`src/atp_defines.vh`:
```
// Overview of operation
// - lines six/seven steer counter 0/1 direction
// - one scan pulse per conversion when enabled
// - scan pulse rises after sample taken
// - software toggles active-low external strobe level
// - posttrigger: start marker rises at sequence start
// - pretrigger: start marker rises at pretrigger start
// - pretrigger: post marker rises at posttrigger start
// - posttrigger-only: post marker stays idle
// - conversion output falls on every conversion
// - input zero selectable: timing input or analog trigger
// - each channel pair differential or two single-ended
// - direction taps never disturb line operation
// - all digital lines high impedance after reset
`ifndef ATP_DEFINES_VH
`define ATP_DEFINES_VH
// register word addresses
`define ATP_ADDR_CTRL    4'h0
`define ATP_ADDR_ACQ     4'h1
`define ATP_ADDR_DIO_OUT 4'h2
`define ATP_ADDR_DIO_DIR 4'h3
`define ATP_ADDR_PAIR    4'h4
`define ATP_ADDR_STATUS  4'h5
// control register fields
`define ATP_CTRL_STROBE   0
`define ATP_CTRL_SCAN_EN  1
`define ATP_CTRL_PRETRIG  2
`define ATP_CTRL_OE_START 3
`define ATP_CTRL_OE_POST  4
`define ATP_CTRL_OE_CONV  5
`define ATP_CTRL_ATRIG    6
// acquisition register fields (write one to act)
`define ATP_ACQ_ARM  0
`define ATP_ACQ_TRIG 1
`define ATP_ACQ_STOP 2
// reset values
`define ATP_CTRL_RST 8'h01
// timing: sample hold width and scan pulse width in cycles
`define ATP_SAMPLE_CYC 8'h02
`define ATP_PULSE_CYC  8'h02
`endif

```
`src/atp_conv.v`:
```
`timescale 1ns/100ps
`include "atp_defines.vh"
// per-conversion pulse generator: convert low pulse then scan pulse
module atp_conv (
  // clock and reset
  input  wire clock_i,
  input  wire rst_n_i,
  input  wire ce_i,
  // control
  input  wire start_i,    // one-cycle conversion request
  input  wire scan_en_i,  // scan pulse enable
  // outputs
  output reg  conv_n_o,   // active-low conversion marker
  output reg  scan_o,     // scan pulse
  output wire busy_o      // conversion in progress
);
  localparam ST_IDLE   = 2'b00;
  localparam ST_SAMPLE = 2'b01;
  localparam ST_PULSE  = 2'b10;
  reg [1:0] state;  // sequencer state
  reg [7:0] cnt;    // phase counter
  assign busy_o = (state != ST_IDLE);
  // sequencer
  always @(posedge clock_i or negedge rst_n_i) begin
    if (!rst_n_i) begin
      state    <= ST_IDLE;
      cnt      <= 8'h00;
      conv_n_o <= 1'b1;
      scan_o   <= 1'b0;
    end else if (ce_i) begin
      case (state)
        ST_IDLE: begin
          if (start_i) begin
            conv_n_o <= 1'b0;
            cnt      <= `ATP_SAMPLE_CYC;
            state    <= ST_SAMPLE;
          end
        end
        ST_SAMPLE: begin
          if (cnt == 8'h01) begin
            conv_n_o <= 1'b1;
            scan_o   <= scan_en_i;
            cnt      <= `ATP_PULSE_CYC;
            state    <= ST_PULSE;
          end else begin
            cnt <= cnt - 8'h01;
          end
        end
        ST_PULSE: begin
          if (cnt == 8'h01) begin
            scan_o <= 1'b0;
            state  <= ST_IDLE;
          end else begin
            cnt <= cnt - 8'h01;
          end
        end
        default: begin
          state <= ST_IDLE;
        end
      endcase
    end
  end
endmodule // atp_conv

```
`src/atp_sync.v`:
```
`timescale 1ns/100ps
// two-flop synchroniser, one per bit
module atp_sync #(
  parameter WIDTH = 1
) (
  // clock and reset
  input  wire             clock_i,
  input  wire             rst_n_i,
  input  wire             ce_i,
  // data
  input  wire [WIDTH-1:0] d_i,
  output wire [WIDTH-1:0] q_o
);
  reg [WIDTH-1:0] meta;  // first stage, read by second only
  reg [WIDTH-1:0] sync;  // second stage
  // two stage capture
  always @(posedge clock_i or negedge rst_n_i) begin
    if (!rst_n_i) begin
      meta <= {WIDTH{1'b0}};
      sync <= {WIDTH{1'b0}};
    end else if (ce_i) begin
      meta <= d_i;
      sync <= meta;
    end
  end
  assign q_o = sync;
endmodule // atp_sync

```
`src/atp_top.v`:
```
// The implementer's own choices: the Avalon-MM slave port and the register offsets.
`timescale 1ns/100ps
`include "atp_defines.vh"
// connector timing logic with avalon-mm register slave
module atp_top #(
  parameter NPAIR = 8,   // channel pairs
  parameter NDIO  = 8    // general digital lines
) (
  // clock, reset, enable
  input  wire            clock_i,
  input  wire            rst_n_i,
  input  wire            ce_i,
  // avalon-mm slave
  input  wire [3:0]      avs_address_i,
  input  wire            avs_read_i,
  input  wire            avs_write_i,
  input  wire [31:0]     avs_writedata_i,
  input  wire [3:0]      avs_byteenable_i,
  output reg  [31:0]     avs_readdata_o,
  output wire            avs_waitrequest_o,
  // conversion request from the sample clock
  input  wire            conv_req_i,
  // general digital lines
  input  wire [NDIO-1:0] gp_line_i,
  output reg  [NDIO-1:0] gp_line_o,
  output reg  [NDIO-1:0] gp_line_oe_o,
  // counter direction controls
  output wire            ctr0_up_o,
  output wire            ctr1_up_o,
  // programmable pin zero: input or start marker output
  input  wire            prog_input_zero_i,
  output wire            acq_start_marker_o,
  output wire            acq_start_marker_oe_o,
  // programmable pin one: post marker output
  output wire            post_phase_marker_o,
  output wire            post_phase_marker_oe_o,
  // programmable pin two: conversion output
  output wire            conv_n_o,
  output wire            conv_n_oe_o,
  // scan pulse and strobe
  output wire            scan_pulse_out_o,
  output wire            sw_strobe_n_o,
  // routed trigger sources
  output wire            timing_input_o,
  output wire            analog_trig_src_o,
  // channel pair modes, 1 = differential
  output wire [NPAIR-1:0] pair_diff_o,
  // acquisition active
  output wire            acq_active_o
);
  // acquisition phases
  localparam PH_IDLE = 2'b00;
  localparam PH_PRE  = 2'b01;
  localparam PH_POST = 2'b10;

  reg  [7:0]       ctrl;        // control register
  reg  [NPAIR-1:0] pair_diff;   // pair mode register
  reg  [1:0]       phase;       // acquisition phase
  reg              start_mark;  // start marker level
  reg              post_mark;   // post marker level
  reg              rd_ack;      // read answer cycle
  wire [NDIO-1:0]  line_s;      // synchronised lines
  wire             pin0_s;      // synchronised pin zero
  wire             busy;        // conversion busy
  wire             conv_n;      // conversion marker
  wire             wr_en;       // accepted write
  wire             acq_cmd;     // command write
  wire [31:0]      status;      // status word

  // line synchronisers
  atp_sync #(.WIDTH(NDIO + 1)) u_sync (
    .clock_i (clock_i),
    .rst_n_i (rst_n_i),
    .ce_i    (ce_i),
    .d_i     ({prog_input_zero_i, gp_line_i}),
    .q_o     ({pin0_s, line_s})
  );

  // conversion and scan pulse sequencer
  atp_conv u_conv (
    .clock_i   (clock_i),
    .rst_n_i   (rst_n_i),
    .ce_i      (ce_i),
    .start_i   (conv_req_i && (phase != PH_IDLE) && !busy),
    .scan_en_i (ctrl[`ATP_CTRL_SCAN_EN]),
    .conv_n_o  (conv_n),
    .scan_o    (scan_pulse_out_o),
    .busy_o    (busy)
  );

  // writes take one cycle; reads wait one cycle for data
  assign avs_waitrequest_o = avs_read_i && !rd_ack;
  assign wr_en   = avs_write_i && ce_i;
  assign acq_cmd = wr_en && (avs_address_i == `ATP_ADDR_ACQ)
                   && avs_byteenable_i[0];

  // register writes
  always @(posedge clock_i or negedge rst_n_i) begin
    if (!rst_n_i) begin
      ctrl         <= `ATP_CTRL_RST;
      gp_line_o    <= {NDIO{1'b0}};
      gp_line_oe_o <= {NDIO{1'b0}};
      pair_diff    <= {NPAIR{1'b0}};
    end else if (wr_en && avs_byteenable_i[0]) begin
      case (avs_address_i)
        `ATP_ADDR_CTRL: begin
          ctrl <= avs_writedata_i[7:0];
        end
        `ATP_ADDR_DIO_OUT: begin
          gp_line_o <= avs_writedata_i[NDIO-1:0];
        end
        `ATP_ADDR_DIO_DIR: begin
          gp_line_oe_o <= avs_writedata_i[NDIO-1:0];
        end
        `ATP_ADDR_PAIR: begin
          pair_diff <= avs_writedata_i[NPAIR-1:0];
        end
        default: begin
          ctrl <= ctrl;
        end
      endcase
    end
  end

  // acquisition phase and markers
  always @(posedge clock_i or negedge rst_n_i) begin
    if (!rst_n_i) begin
      phase      <= PH_IDLE;
      start_mark <= 1'b0;
      post_mark  <= 1'b0;
    end else if (ce_i) begin
      if (acq_cmd && avs_writedata_i[`ATP_ACQ_STOP]) begin
        phase      <= PH_IDLE;
        start_mark <= 1'b0;
        post_mark  <= 1'b0;
      end else if (acq_cmd && avs_writedata_i[`ATP_ACQ_ARM]
                   && phase == PH_IDLE) begin
        start_mark <= 1'b1;
        post_mark  <= 1'b0;
        phase <= ctrl[`ATP_CTRL_PRETRIG] ? PH_PRE : PH_POST;
      end else if (acq_cmd && avs_writedata_i[`ATP_ACQ_TRIG]
                   && phase == PH_PRE) begin
        post_mark <= 1'b1;
        phase     <= PH_POST;
      end
    end
  end

  // read answer
  always @(posedge clock_i or negedge rst_n_i) begin
    if (!rst_n_i) begin
      rd_ack         <= 1'b0;
      avs_readdata_o <= 32'h0000_0000;
    end else if (ce_i) begin
      rd_ack <= avs_read_i && !rd_ack;
      if (avs_read_i && !rd_ack) begin
        case (avs_address_i)
          `ATP_ADDR_CTRL:    avs_readdata_o <= {24'h000000, ctrl};
          `ATP_ADDR_DIO_OUT: avs_readdata_o <= {24'h000000, line_s};
          `ATP_ADDR_DIO_DIR: avs_readdata_o <= {24'h000000, gp_line_oe_o};
          `ATP_ADDR_PAIR:    avs_readdata_o <= {24'h000000, pair_diff};
          `ATP_ADDR_STATUS:  avs_readdata_o <= status;
          default:           avs_readdata_o <= 32'h0000_0000;
        endcase
      end
    end
  end

  // status: phase, markers, busy, pin zero
  assign status = {26'h0, pin0_s, busy, post_mark, start_mark,
                   phase};

  assign ctr0_up_o = line_s[6];
  assign ctr1_up_o = line_s[7];

  assign analog_trig_src_o = ctrl[`ATP_CTRL_ATRIG] ? pin0_s : 1'b0;
  assign timing_input_o    = ctrl[`ATP_CTRL_ATRIG] ? 1'b0 : pin0_s;

  assign acq_start_marker_oe_o  = ctrl[`ATP_CTRL_OE_START];
  assign post_phase_marker_oe_o = ctrl[`ATP_CTRL_OE_POST];
  assign conv_n_oe_o            = ctrl[`ATP_CTRL_OE_CONV];
  assign acq_start_marker_o     = start_mark;
  assign post_phase_marker_o    = post_mark;
  assign conv_n_o               = conv_n;
  assign sw_strobe_n_o          = ctrl[`ATP_CTRL_STROBE];
  assign pair_diff_o            = pair_diff;
  assign acq_active_o           = (phase != PH_IDLE);
endmodule // atp_top

```
`config.mk`:
```
export PLATFORM = sky130hd
export DESIGN_NAME = atp_top
export DESIGN_NICKNAME = d
export VERILOG_FILES = /design/src/atp_conv.v /design/src/atp_sync.v /design/src/atp_top.v
export VERILOG_INCLUDE_DIRS = /design/src
export SDC_FILE = /design/constraint.sdc
export NUM_CORES = 1
export LEC_CHECK = 0
export ABC_CLOCK_PERIOD_IN_PS = 4250
export BUFFER_PORTS_ARGS = -buffer_cell sky130_fd_sc_hd__buf_2
export CAP_MARGIN = 20
export CORE_UTILIZATION = 28
export CTS_CLUSTER_SIZE = 8
export DETAILED_ROUTE_END_ITERATION = 6
export PLACE_DENSITY = 0.47
export SYNTH_ARGS = -nofsm -noshare
export SYNTH_HDL_FRONTEND = slang
export SYNTH_HIERARCHICAL = 1
export SYNTH_SLANG_ARGS = --single-unit
```
`constraint.sdc`:
```
create_clock -name clock_i -period 4.25 [get_ports clock_i]
set_input_delay 0.85 -clock clock_i [delete_from_list [all_inputs] [get_ports clock_i]]
set_output_delay 0.85 -clock clock_i [all_outputs]
set_load 0.03 [all_outputs]
```
### Word-level counts from Yosys, hierarchy flattened

Cells that the tools add are included.

* word-level logic and storage cells: 90
* input port bits: 55
* register bits after elaboration: 99

* equality and inequality tests: 13
* add/subtract/negate cells: 1
* mux-type cells: 26
* reduce and logical (&&, ||, !) cells: 35

Operators by type and width (number)
* 8-bit one-hot mux with 5 select lines: 1
* 8-bit two-way mux: 3
* 8-bit one-hot mux with 3 select lines: 1
* 4-bit AND reduction: 4
* 2-bit two-way mux: 7
* 2-bit AND reduction: 7
* 1-bit logical AND: 12
* 1-bit two-way mux: 11
* 2-bit nonzero test: 5
* 4-bit by 2-bit == test with 1-bit output, second input constant: 2
* 4-bit by 3-bit == test with 1-bit output, second input constant: 2
* 8-bit by 1-bit == test with 1-bit output, second input constant: 1
* 8-bit by 1-bit subtractor with 8-bit output, second input constant: 1
* 2-bit by 1-bit != test with 1-bit output, second input constant: 3
* 2-bit one-hot mux with 3 select lines: 1
* 3-bit nonzero test: 2
* 2-bit by 1-bit == test with 1-bit output, second input constant: 2
* 4-bit by 1-bit == test with 1-bit output, second input constant: 1
* 2-bit zero test: 2
* 4-bit zero test: 1
* 1-bit one-hot mux with 2 select lines: 2
* 2-bit == test, second input constant: 1
* 1-bit zero test: 2
* 2-bit != test, second input constant: 1

### Longest topological paths before layout

Gate-level depths: netlist (run 1).

* depth in word-level cells: 8
* depth in mapped cells: 8
* gate-level depth less buffers: 8

### Hierarchy

Netlist (run 1), hierarchy kept.

By module, submodules not included
* atp_top: instances 1, seq. area each 1127.3 um^2, area an instance 2299.7 um^2, cells an instance 193
* atp_conv: instances 1, seq. area each 301.5 um^2, area an instance 792.0 um^2, cells an instance 82
* atp_sync: instances 1, seq. area each 450.4 um^2, area an instance 721.9 um^2, cells an instance 38

### Least setup slack after synthesis (run 1)

OpenSTA, ideal clock, no wires.

* path kind: input-to-output
* start point: input port avs_read_i
* end point: output port avs_waitrequest_o
* data arrival time: 1335 ps
* required time: 3400 ps
* path slack: 2065 ps
* buffers on the path: 0
* cell stages on the path: 1
* cells stage by stage: nor2b_1

* word-level cells in the longest chain between the ends: 1

Ends and longest elaborated chain
* from (decl): RTL line atp_top.v:15 `input wire avs_read_i,`
* 1-bit logical AND: RTL line atp_top.v:92 `assign avs_waitrequest_o = avs_read_i && !rd_ack;`
* to (decl): RTL line atp_top.v:20 `output wire avs_waitrequest_o,`

Every way passes these cells.

### Worst setup path after layout (run 1)

* start point: input port avs_address_i[2]
* end point: register gp_line_o[0]

* word-level cells in the longest chain between the ends: 2

Ends and longest elaborated chain
* from (decl): RTL line atp_top.v:14 `input wire [3:0] avs_address_i,`
* 4-bit by 2-bit == test with 1-bit output: RTL line atp_top.v:105 `case (avs_address_i)`
* 2-bit AND reduction (no line)
* to (signal assigned): RTL line atp_top.v:101 `gp_line_o <= {NDIO{1'b0}};`
* to (signal assigned): RTL line atp_top.v:110 `gp_line_o <= avs_writedata_i[NDIO-1:0];`
* to (decl): RTL line atp_top.v:25 `output reg [NDIO-1:0] gp_line_o,`

Every way passes these cells.
A chain may end at the register's enable or synchronous reset.

==> flow_metrics.tcl, run 1 <==
set metrics [dict create \
    status "complete, no violations" \
    max-vdd-ir-drop_mv 0.202 \
    clkSlewWorstSetupHoldPaths_ns 0.06 \
    unrepaired_setup_endpoints_after_global_routing "false" \
    yosysUniqueCellTypes 60 \
    drv.max_cap_violation_count 0 \
    netSwitchingPower_mw 0.877 \
    cellLeakagePower_nw 2.23 \
    drt-pass1-iter-count 4 \
    worstHoldPathType "in2async" \
    grt_start_max_net_pins 76 \
    track_usage 0.141 \
    cell_at_the_slowest_stage_of_the_critical_path "nor3b_4" \
    cp_slowest_stage_delay_ns 0.60 \
    areaGrowthSynthToFinish_pct 20.5 \
    io_pins 125 \
    fin_setup_tns_ns 0 \
    yosys_register_bits 75 \
    gr-max-usage-layer "met2" \
    max_clock_freq_ghz 0.433 \
    power_density_nw_per_um2 538 \
    clk_root_buffer_cell "clkbuf_16" \
    internal-power_mw 1.59 \
    seqPwrFrac 0.379 \
    cp.required_ns 4.46 \
    fin_nets 451 \
    yosysWarnings 6 \
    setup_viol_count_final 0 \
    detail-route-antenna-nets 0 \
    clock_latency_reported_for_the_late_side_of_the_worst_skew_pair_ns 0.33 \
    synthCells 313 \
    postSynth.asyncResetShare 1.00 \
    antenna_found_initial 1 \
    layout.cells.most_common "dfrtp_1" \
    grt_use_met1 0.191 \
    route.detailed.vias_per_inst 4.76 \
    core.rowCount 42 \
    number_of_setup_buffers_added_after_cts 0 \
    cts_tree "yes" \
    initialDrtViolationCount 124 \
    cp-start-kind "input pin" \
    floorplan.initialDensity 0.288 \
    layout.cell_area.non_filler_um2 4590 \
    layout_min_cycle_time_ns 2.31 \
    global_route_wire_length_before_repair_um 15300 \
    portBuffers 73 \
    multi_input_comb_area_um2 1730 \
    vertical_die_dimension_um 119 \
    critical-path-top-cell-by-count "nor3b_4" \
    die_area_um2 14100 \
    ctsHoldBuffers 0 \
    hold_violations 0 \
    timing.max_slew.rel_slack 0.611 \
    timing.final.max_slew_violations 0 \
    global_route.usage.met2 0.215 \
    endpoint_kind "flop" \
    period_share 0.544 \
    globalRouteMet3Util 0.0415 \
    layout.filler_cells 1334 \
    stdcell_count 572 \
    power.clock.fraction 0.316 \
    worst-path-stages 4 \
    place_congestion 0.779 \
    sequential_fraction_of_the_synthesis_area 0.493 \
    ys.flop_type "dfrtp_1" \
    post_detailed_route_drc_marker_count 0 \
    cts_repair_resize_count 0 \
    place_area_um2 4260 \
    cp_cell_sequence "buf_2 > nor3b_4 > nor3b_4 > mux2_2" \
    combPwrFrac 0.305 \
    num_vias 2723 \
    die_w_um 119 \
    count_of_h_tree_levels_built_during_cts 3 \
    cts.path.max_buffers 2 \
    wire_per_inst_um 16.7 \
    dp_cells 554 \
    switching_share 0.355 \
    max_slew.worst_pin.slew_ns 0.578 \
    count_of_flip_flops_with_a_built_in_enable_after_synthesis 0 \
    buffers_inverters_on_critical_path 1 \
    critical_path_class "in2reg" \
    layout.cells.most_common_list "dfrtp_1 (73), buf_2 (72), mux2_2 (48)" \
    combined_area_of_all_synthesized_cells_um2 3810 \
    numCtsBuffers 9 \
    fin_worst_skew_ns 0.00842 \
    globalRouteOverflowTotal 0 \
    arrival_ns 2.53 \
    synthesis.area_per_instance_um2 12.2 \
    first_global_vias 2722 \
    totalWireLength_um 9550 \
    r2r_cells 8 \
    tritoncts_num_sinks 75 \
    post_route_cells_drive_above_1_share 0.405 \
    path_max_fanout 13 \
    critical-path-top-delay-family "simple AND/OR/NAND/NOR gates" \
    placeableCoreArea_um2 13200 \
    post-dp-hpwl_um 6820 \
    seq_area_um2 1880 \
]
==> power by group through the flow <==
stage | registers, mW | logic [mW] | clock network [mW]
global route | 0.956 | 0.827 | 0.825
finish | 0.936 | 0.754 | 0.782
floorplan | 1.03 | 0.463 | 0
CTS | 0.939 | 0.753 | 0.796
detailed placement | 0.951 | 0.751 | 0
global placement | 0.948 | 0.745 | 0
==> per-layer routing <==
metal,part of all wire,routed length (µm)
met1,0.46,4420
met2,0.46,4410
met3,0.061,581
met4,0.014,138
met5,0,0
==> final cells by class <==
cell class / instances / share of cell area
sequential: 75 / 0.409
timing repair buffer: 76 / 0.0893
multi-input combinational: 215 / 0.376
antenna: 1 / 0.000545
clock buffer: 11 / 0.0528
tap: 176 / 0.0479
clock inverter: 5 / 0.0133
inverter: 13 / 0.0106
==> synthesized netlist by cell type (6+ instances only) <==
master | instances | area [µm²]
a21oi_1 | 8 | 40.0
a221oi_1 | 6 | 52.6
and3_1 | 9 | 56.3
buf_4 | 25 | 188
dfrtp_1 | 73 | 1830
ha_1 | 6 | 75.1
inv_1 | 13 | 48.8
mux2_2 | 48 | 541
mux2_4 | 10 | 150
nand2_1 | 8 | 30.0
nor2_1 | 18 | 67.6
o21ai_0 | 6 | 30.0
o22ai_1 | 7 | 43.8
==> state kept, by name, summed over array words and instances (netlist names) <==
register,count
avs_readdata_o,8
pair_diff_o,8
u_conv/conv_n_o,1
phase,2
u_sync/q_o,9
u_conv/state,2
u_sync/meta,9
rd_ack,1
gp_line_oe_o,8
ctrl,8
gp_line_o,8
u_conv/scan_o,1
acq_start_marker_o,1
post_phase_marker_o,1
u_conv/cnt,8
==> worst paths after layout <==
check,start,end,slack (ns)
worst max-delay path,avs_address_i[2],gp_line_o[0],1.94
worst min-delay path,rst_n_i,pair_diff_o[4],0.44
worst max register to register,u_conv/state[0],u_conv/cnt[4],2.12
worst min register to register,gp_line_o[1],gp_line_o[1],0.50
max in group asynchronous,rst_n_i,u_sync/meta[7],3.23
min in group clock_i,gp_line_o[1],gp_line_o[1],0.50
==> stage by stage <==
step	total power [mW]	utilization	setup WS, ns	hold slack [ns]
after floorplan	1.50	-	2.06	0.475
after global placement	1.69	0.322	1.60	0.469
after detailed placement	1.70	0.322	1.60	0.488
after CTS	2.49	0.345	1.95	0.504
after global routing	2.61	0.347	1.89	0.469
final	2.47	0.347	1.94	0.440
==> cells by family (layout without fill, tap and decap cells) <==
group,count (synthesis),after routing,share of synthesized area
flip-flops,75,75,0.493
adder cells (fa/ha/maj),6,6,0.0197
buffers and inverters,46,105,0.0764
multiplexers,61,61,0.190
AND/OR/NAND/NOR,72,72,0.119
AO/OA/AOI/OAI,52,52,0.101
other,1,25,0.000983
(Power assumes the default switching activity.)
==> run 2: changes to the inputs <==
--- a/config.mk
+++ b/config.mk
@@ -6,13 +6,13 @@
 export SDC_FILE = /design/constraint.sdc
 export NUM_CORES = 1
 export LEC_CHECK = 0
-export ABC_CLOCK_PERIOD_IN_PS = 4250
+export ABC_CLOCK_PERIOD_IN_PS = 2000
 export BUFFER_PORTS_ARGS = -buffer_cell sky130_fd_sc_hd__buf_2
 export CAP_MARGIN = 20
 export CORE_UTILIZATION = 28
 export CTS_CLUSTER_SIZE = 8
 export DETAILED_ROUTE_END_ITERATION = 6
-export PLACE_DENSITY = 0.47
+export PLACE_DENSITY = 0.49
 export SYNTH_ARGS = -nofsm -noshare
 export SYNTH_HDL_FRONTEND = slang
 export SYNTH_HIERARCHICAL = 1
==> constraint.sdc (replaced) <==
create_clock -name clock_i -period 2 [get_ports clock_i]
set_input_delay 0.4 -clock clock_i [delete_from_list [all_inputs] [get_ports clock_i]]
set_output_delay 0.4 -clock clock_i [all_outputs]
set_load 0.03 [all_outputs]
==> run 2 against run 1 <==
Clock skew decreased by 0.0013 ns. Cell area is 3.5% higher. Routed wire length fell by 1.8%. Global-route usage about the same. Total power grew 120%. Utilization up 1.2 points. Count of clock-buffer cells in the layout unchanged. Die area is the same. Combinational power rose by 140%. Critical endpoint is now u_conv/cnt[3].
==> flow_metrics.tcl, run 2 (synthesis gave the netlist of run 1 again) <==
set metrics [dict create \
    numCtsBuffers 9 \
    floorplan.initialDensity 0.288 \
    dp_cells 574 \
    antenna_found_initial 0 \
    post_detailed_route_drc_marker_count 0 \
    layout.cell_area.non_filler_um2 4750 \
    period_share 0.934 \
    layout.filler_cells 1339 \
    wire_per_inst_um 15.9 \
    track_usage 0.142 \
    clkSlewWorstSetupHoldPaths_ns 0.06 \
    cts.path.max_buffers 2 \
    place_congestion 0.772 \
    r2r_cells 8 \
    n_antenna_cell 0 \
    io_pins 125 \
    drv.max_cap_violation_count 0 \
    timing.final.max_slew_violations 0 \
    path_max_fanout 5 \
    clock_latency_reported_for_the_late_side_of_the_worst_skew_pair_ns 0.33 \
    fin_worst_skew_ns 0.00711 \
    unrepaired_setup_endpoints_after_global_routing "false" \
    timing.max_slew.rel_slack 0.644 \
    max_clock_freq_ghz 0.535 \
    place_ws_ns -0.0450 \
    buffers_inverters_on_critical_path 2 \
    tritoncts_num_sinks 75 \
    layout_setup_ws_ns 0.131 \
    cp_cell_sequence "inv_2 > ha_4 > inv_1 > nor3b_2 > nand2b_4 > nand3b_1 > a21o_1 > a221o_1" \
    drt-pass1-iter-count 4 \
    setup_viol_count_final 0 \
    post-dp-hpwl_um 7060 \
    layout_min_cycle_time_ns 1.87 \
    num_vias 2761 \
    totalWireLength_um 9370 \
    status "complete, no violations" \
    reg2reg_to "u_conv/cnt[3]" \
    placeableCoreArea_um2 13200 \
    areaGrowthSynthToFinish_pct 24.7 \
    detail-route-antenna-nets 0 \
    die_w_um 119 \
    critical-path-top-delay-family "compound AO/OA/AOI/OAI gates" \
    route.detailed.vias_per_inst 4.68 \
    place_area_um2 4420 \
    globalRouteOverflowTotal 0 \
    power_density_nw_per_um2 1130 \
    worstHoldPathType "in2async" \
    finalHoldWorstSlack_ns 0.0467 \
    cellLeakagePower_nw 2.33 \
    fin_setup_tns_ns 0 \
    initialDrtViolationCount 114 \
    cell_at_the_slowest_stage_of_the_critical_path "dfrtp_1" \
    hold_violations 0 \
    max-vdd-ir-drop_mv 0.382 \
    arrival_ns 2.07 \
    cts_tree "yes" \
    portBuffers 73 \
    clk_root_buffer_cell "clkbuf_16" \
    endpoint_kind "flop" \
    global_route_wire_length_before_repair_um 15300 \
    post_route_cells_drive_above_1_share 0.449 \
    max_slew.worst_pin.slew_ns 0.535 \
    reg2reg_from "u_conv/state[0]" \
    critical_path_class "reg2reg" \
    first_global_vias 2798 \
    layout.cells.most_common_list "dfrtp_1 (73), buf_2 (73), mux2_2 (48)" \
    stdcell_count 590 \
    ff_to_ff_setup_slack_ns 0.13 \
    grt_start_max_net_pins 40 \
    cp_slowest_stage_delay_ns 0.38 \
    die_area_um2 14100 \
    fin_nets 470 \
    cp.required_ns 2.20 \
    ctsHoldBuffers 0 \
    cp-start-kind "flop" \
    vertical_die_dimension_um 119 \
    count_of_h_tree_levels_built_during_cts 3 \
    core.rowCount 42 \
]
## run 2: cell count changes in the layout (fill, tap and decap cells not counted), sizes merged
cell | previous run | this run
buf | 76 | 95
clkinv | 0 | 3
clkinvlp | 3 | 1
diode | 1 | 0
inv | 14 | 13
## run 2: per-layer routing
| metal | vias up | GRT usage | part of all wire |
|---|---|---|---|
| li1 | 1307 | - | - |
| met1 | 1349 | 0.177 | 0.45 |
| met2 | 96 | 0.237 | 0.48 |
| met3 | 9 | 0.0430 | 0.063 |
| met4 | 0 | 0.0372 | 0.011 |
| met5 | - | 0 | 0 |
## run 2: layout make-up
type / count / area, µm² / share of cell area
sequential: 75 / 1880 / 0.395
multi-input combinational: 215 / 1770 / 0.372
timing repair buffer: 95 / 543 / 0.114
clock buffer: 11 / 243 / 0.0511
tap: 176 / 220 / 0.0463
clock inverter: 5 / 52.6 / 0.0111
inverter: 13 / 48.8 / 0.0103
## run 2: worst max-delay path by stage
stage                    start       endpoint  cells after the start
2_1_floorplan  u_conv/state[0]  u_conv/cnt[3]                      8
3_3_place_gp   u_conv/state[0]  u_conv/cnt[0]                      9
3_5_place_dp   u_conv/state[0]  u_conv/cnt[0]                      9
4_1_cts        u_conv/state[0]  u_conv/cnt[2]                      9
5_1_grt        u_conv/state[0]  u_conv/cnt[3]                      8
6_report       u_conv/state[0]  u_conv/cnt[3]                      8
## run 2: through the flow
step,total power [mW],util
CTS,5.37,0.357
floorplan,3.18,-
finish,5.37,0.359
global route,5.71,0.359
global placement,3.70,0.334
detailed placement,3.72,0.334
## run 2: what timing repair did
item	in CTS	in global routing
pin swaps	0	3
gates resized for setup	4	5
endpoints found under the setup margin	6	7
buffers inserted	0	0
## run 2: report_power, final
part / switching, mW / internal, mW
registers: 0.217 / 1.77
logic: 1.04 / 0.750
clock network: 0.596 / 0.993
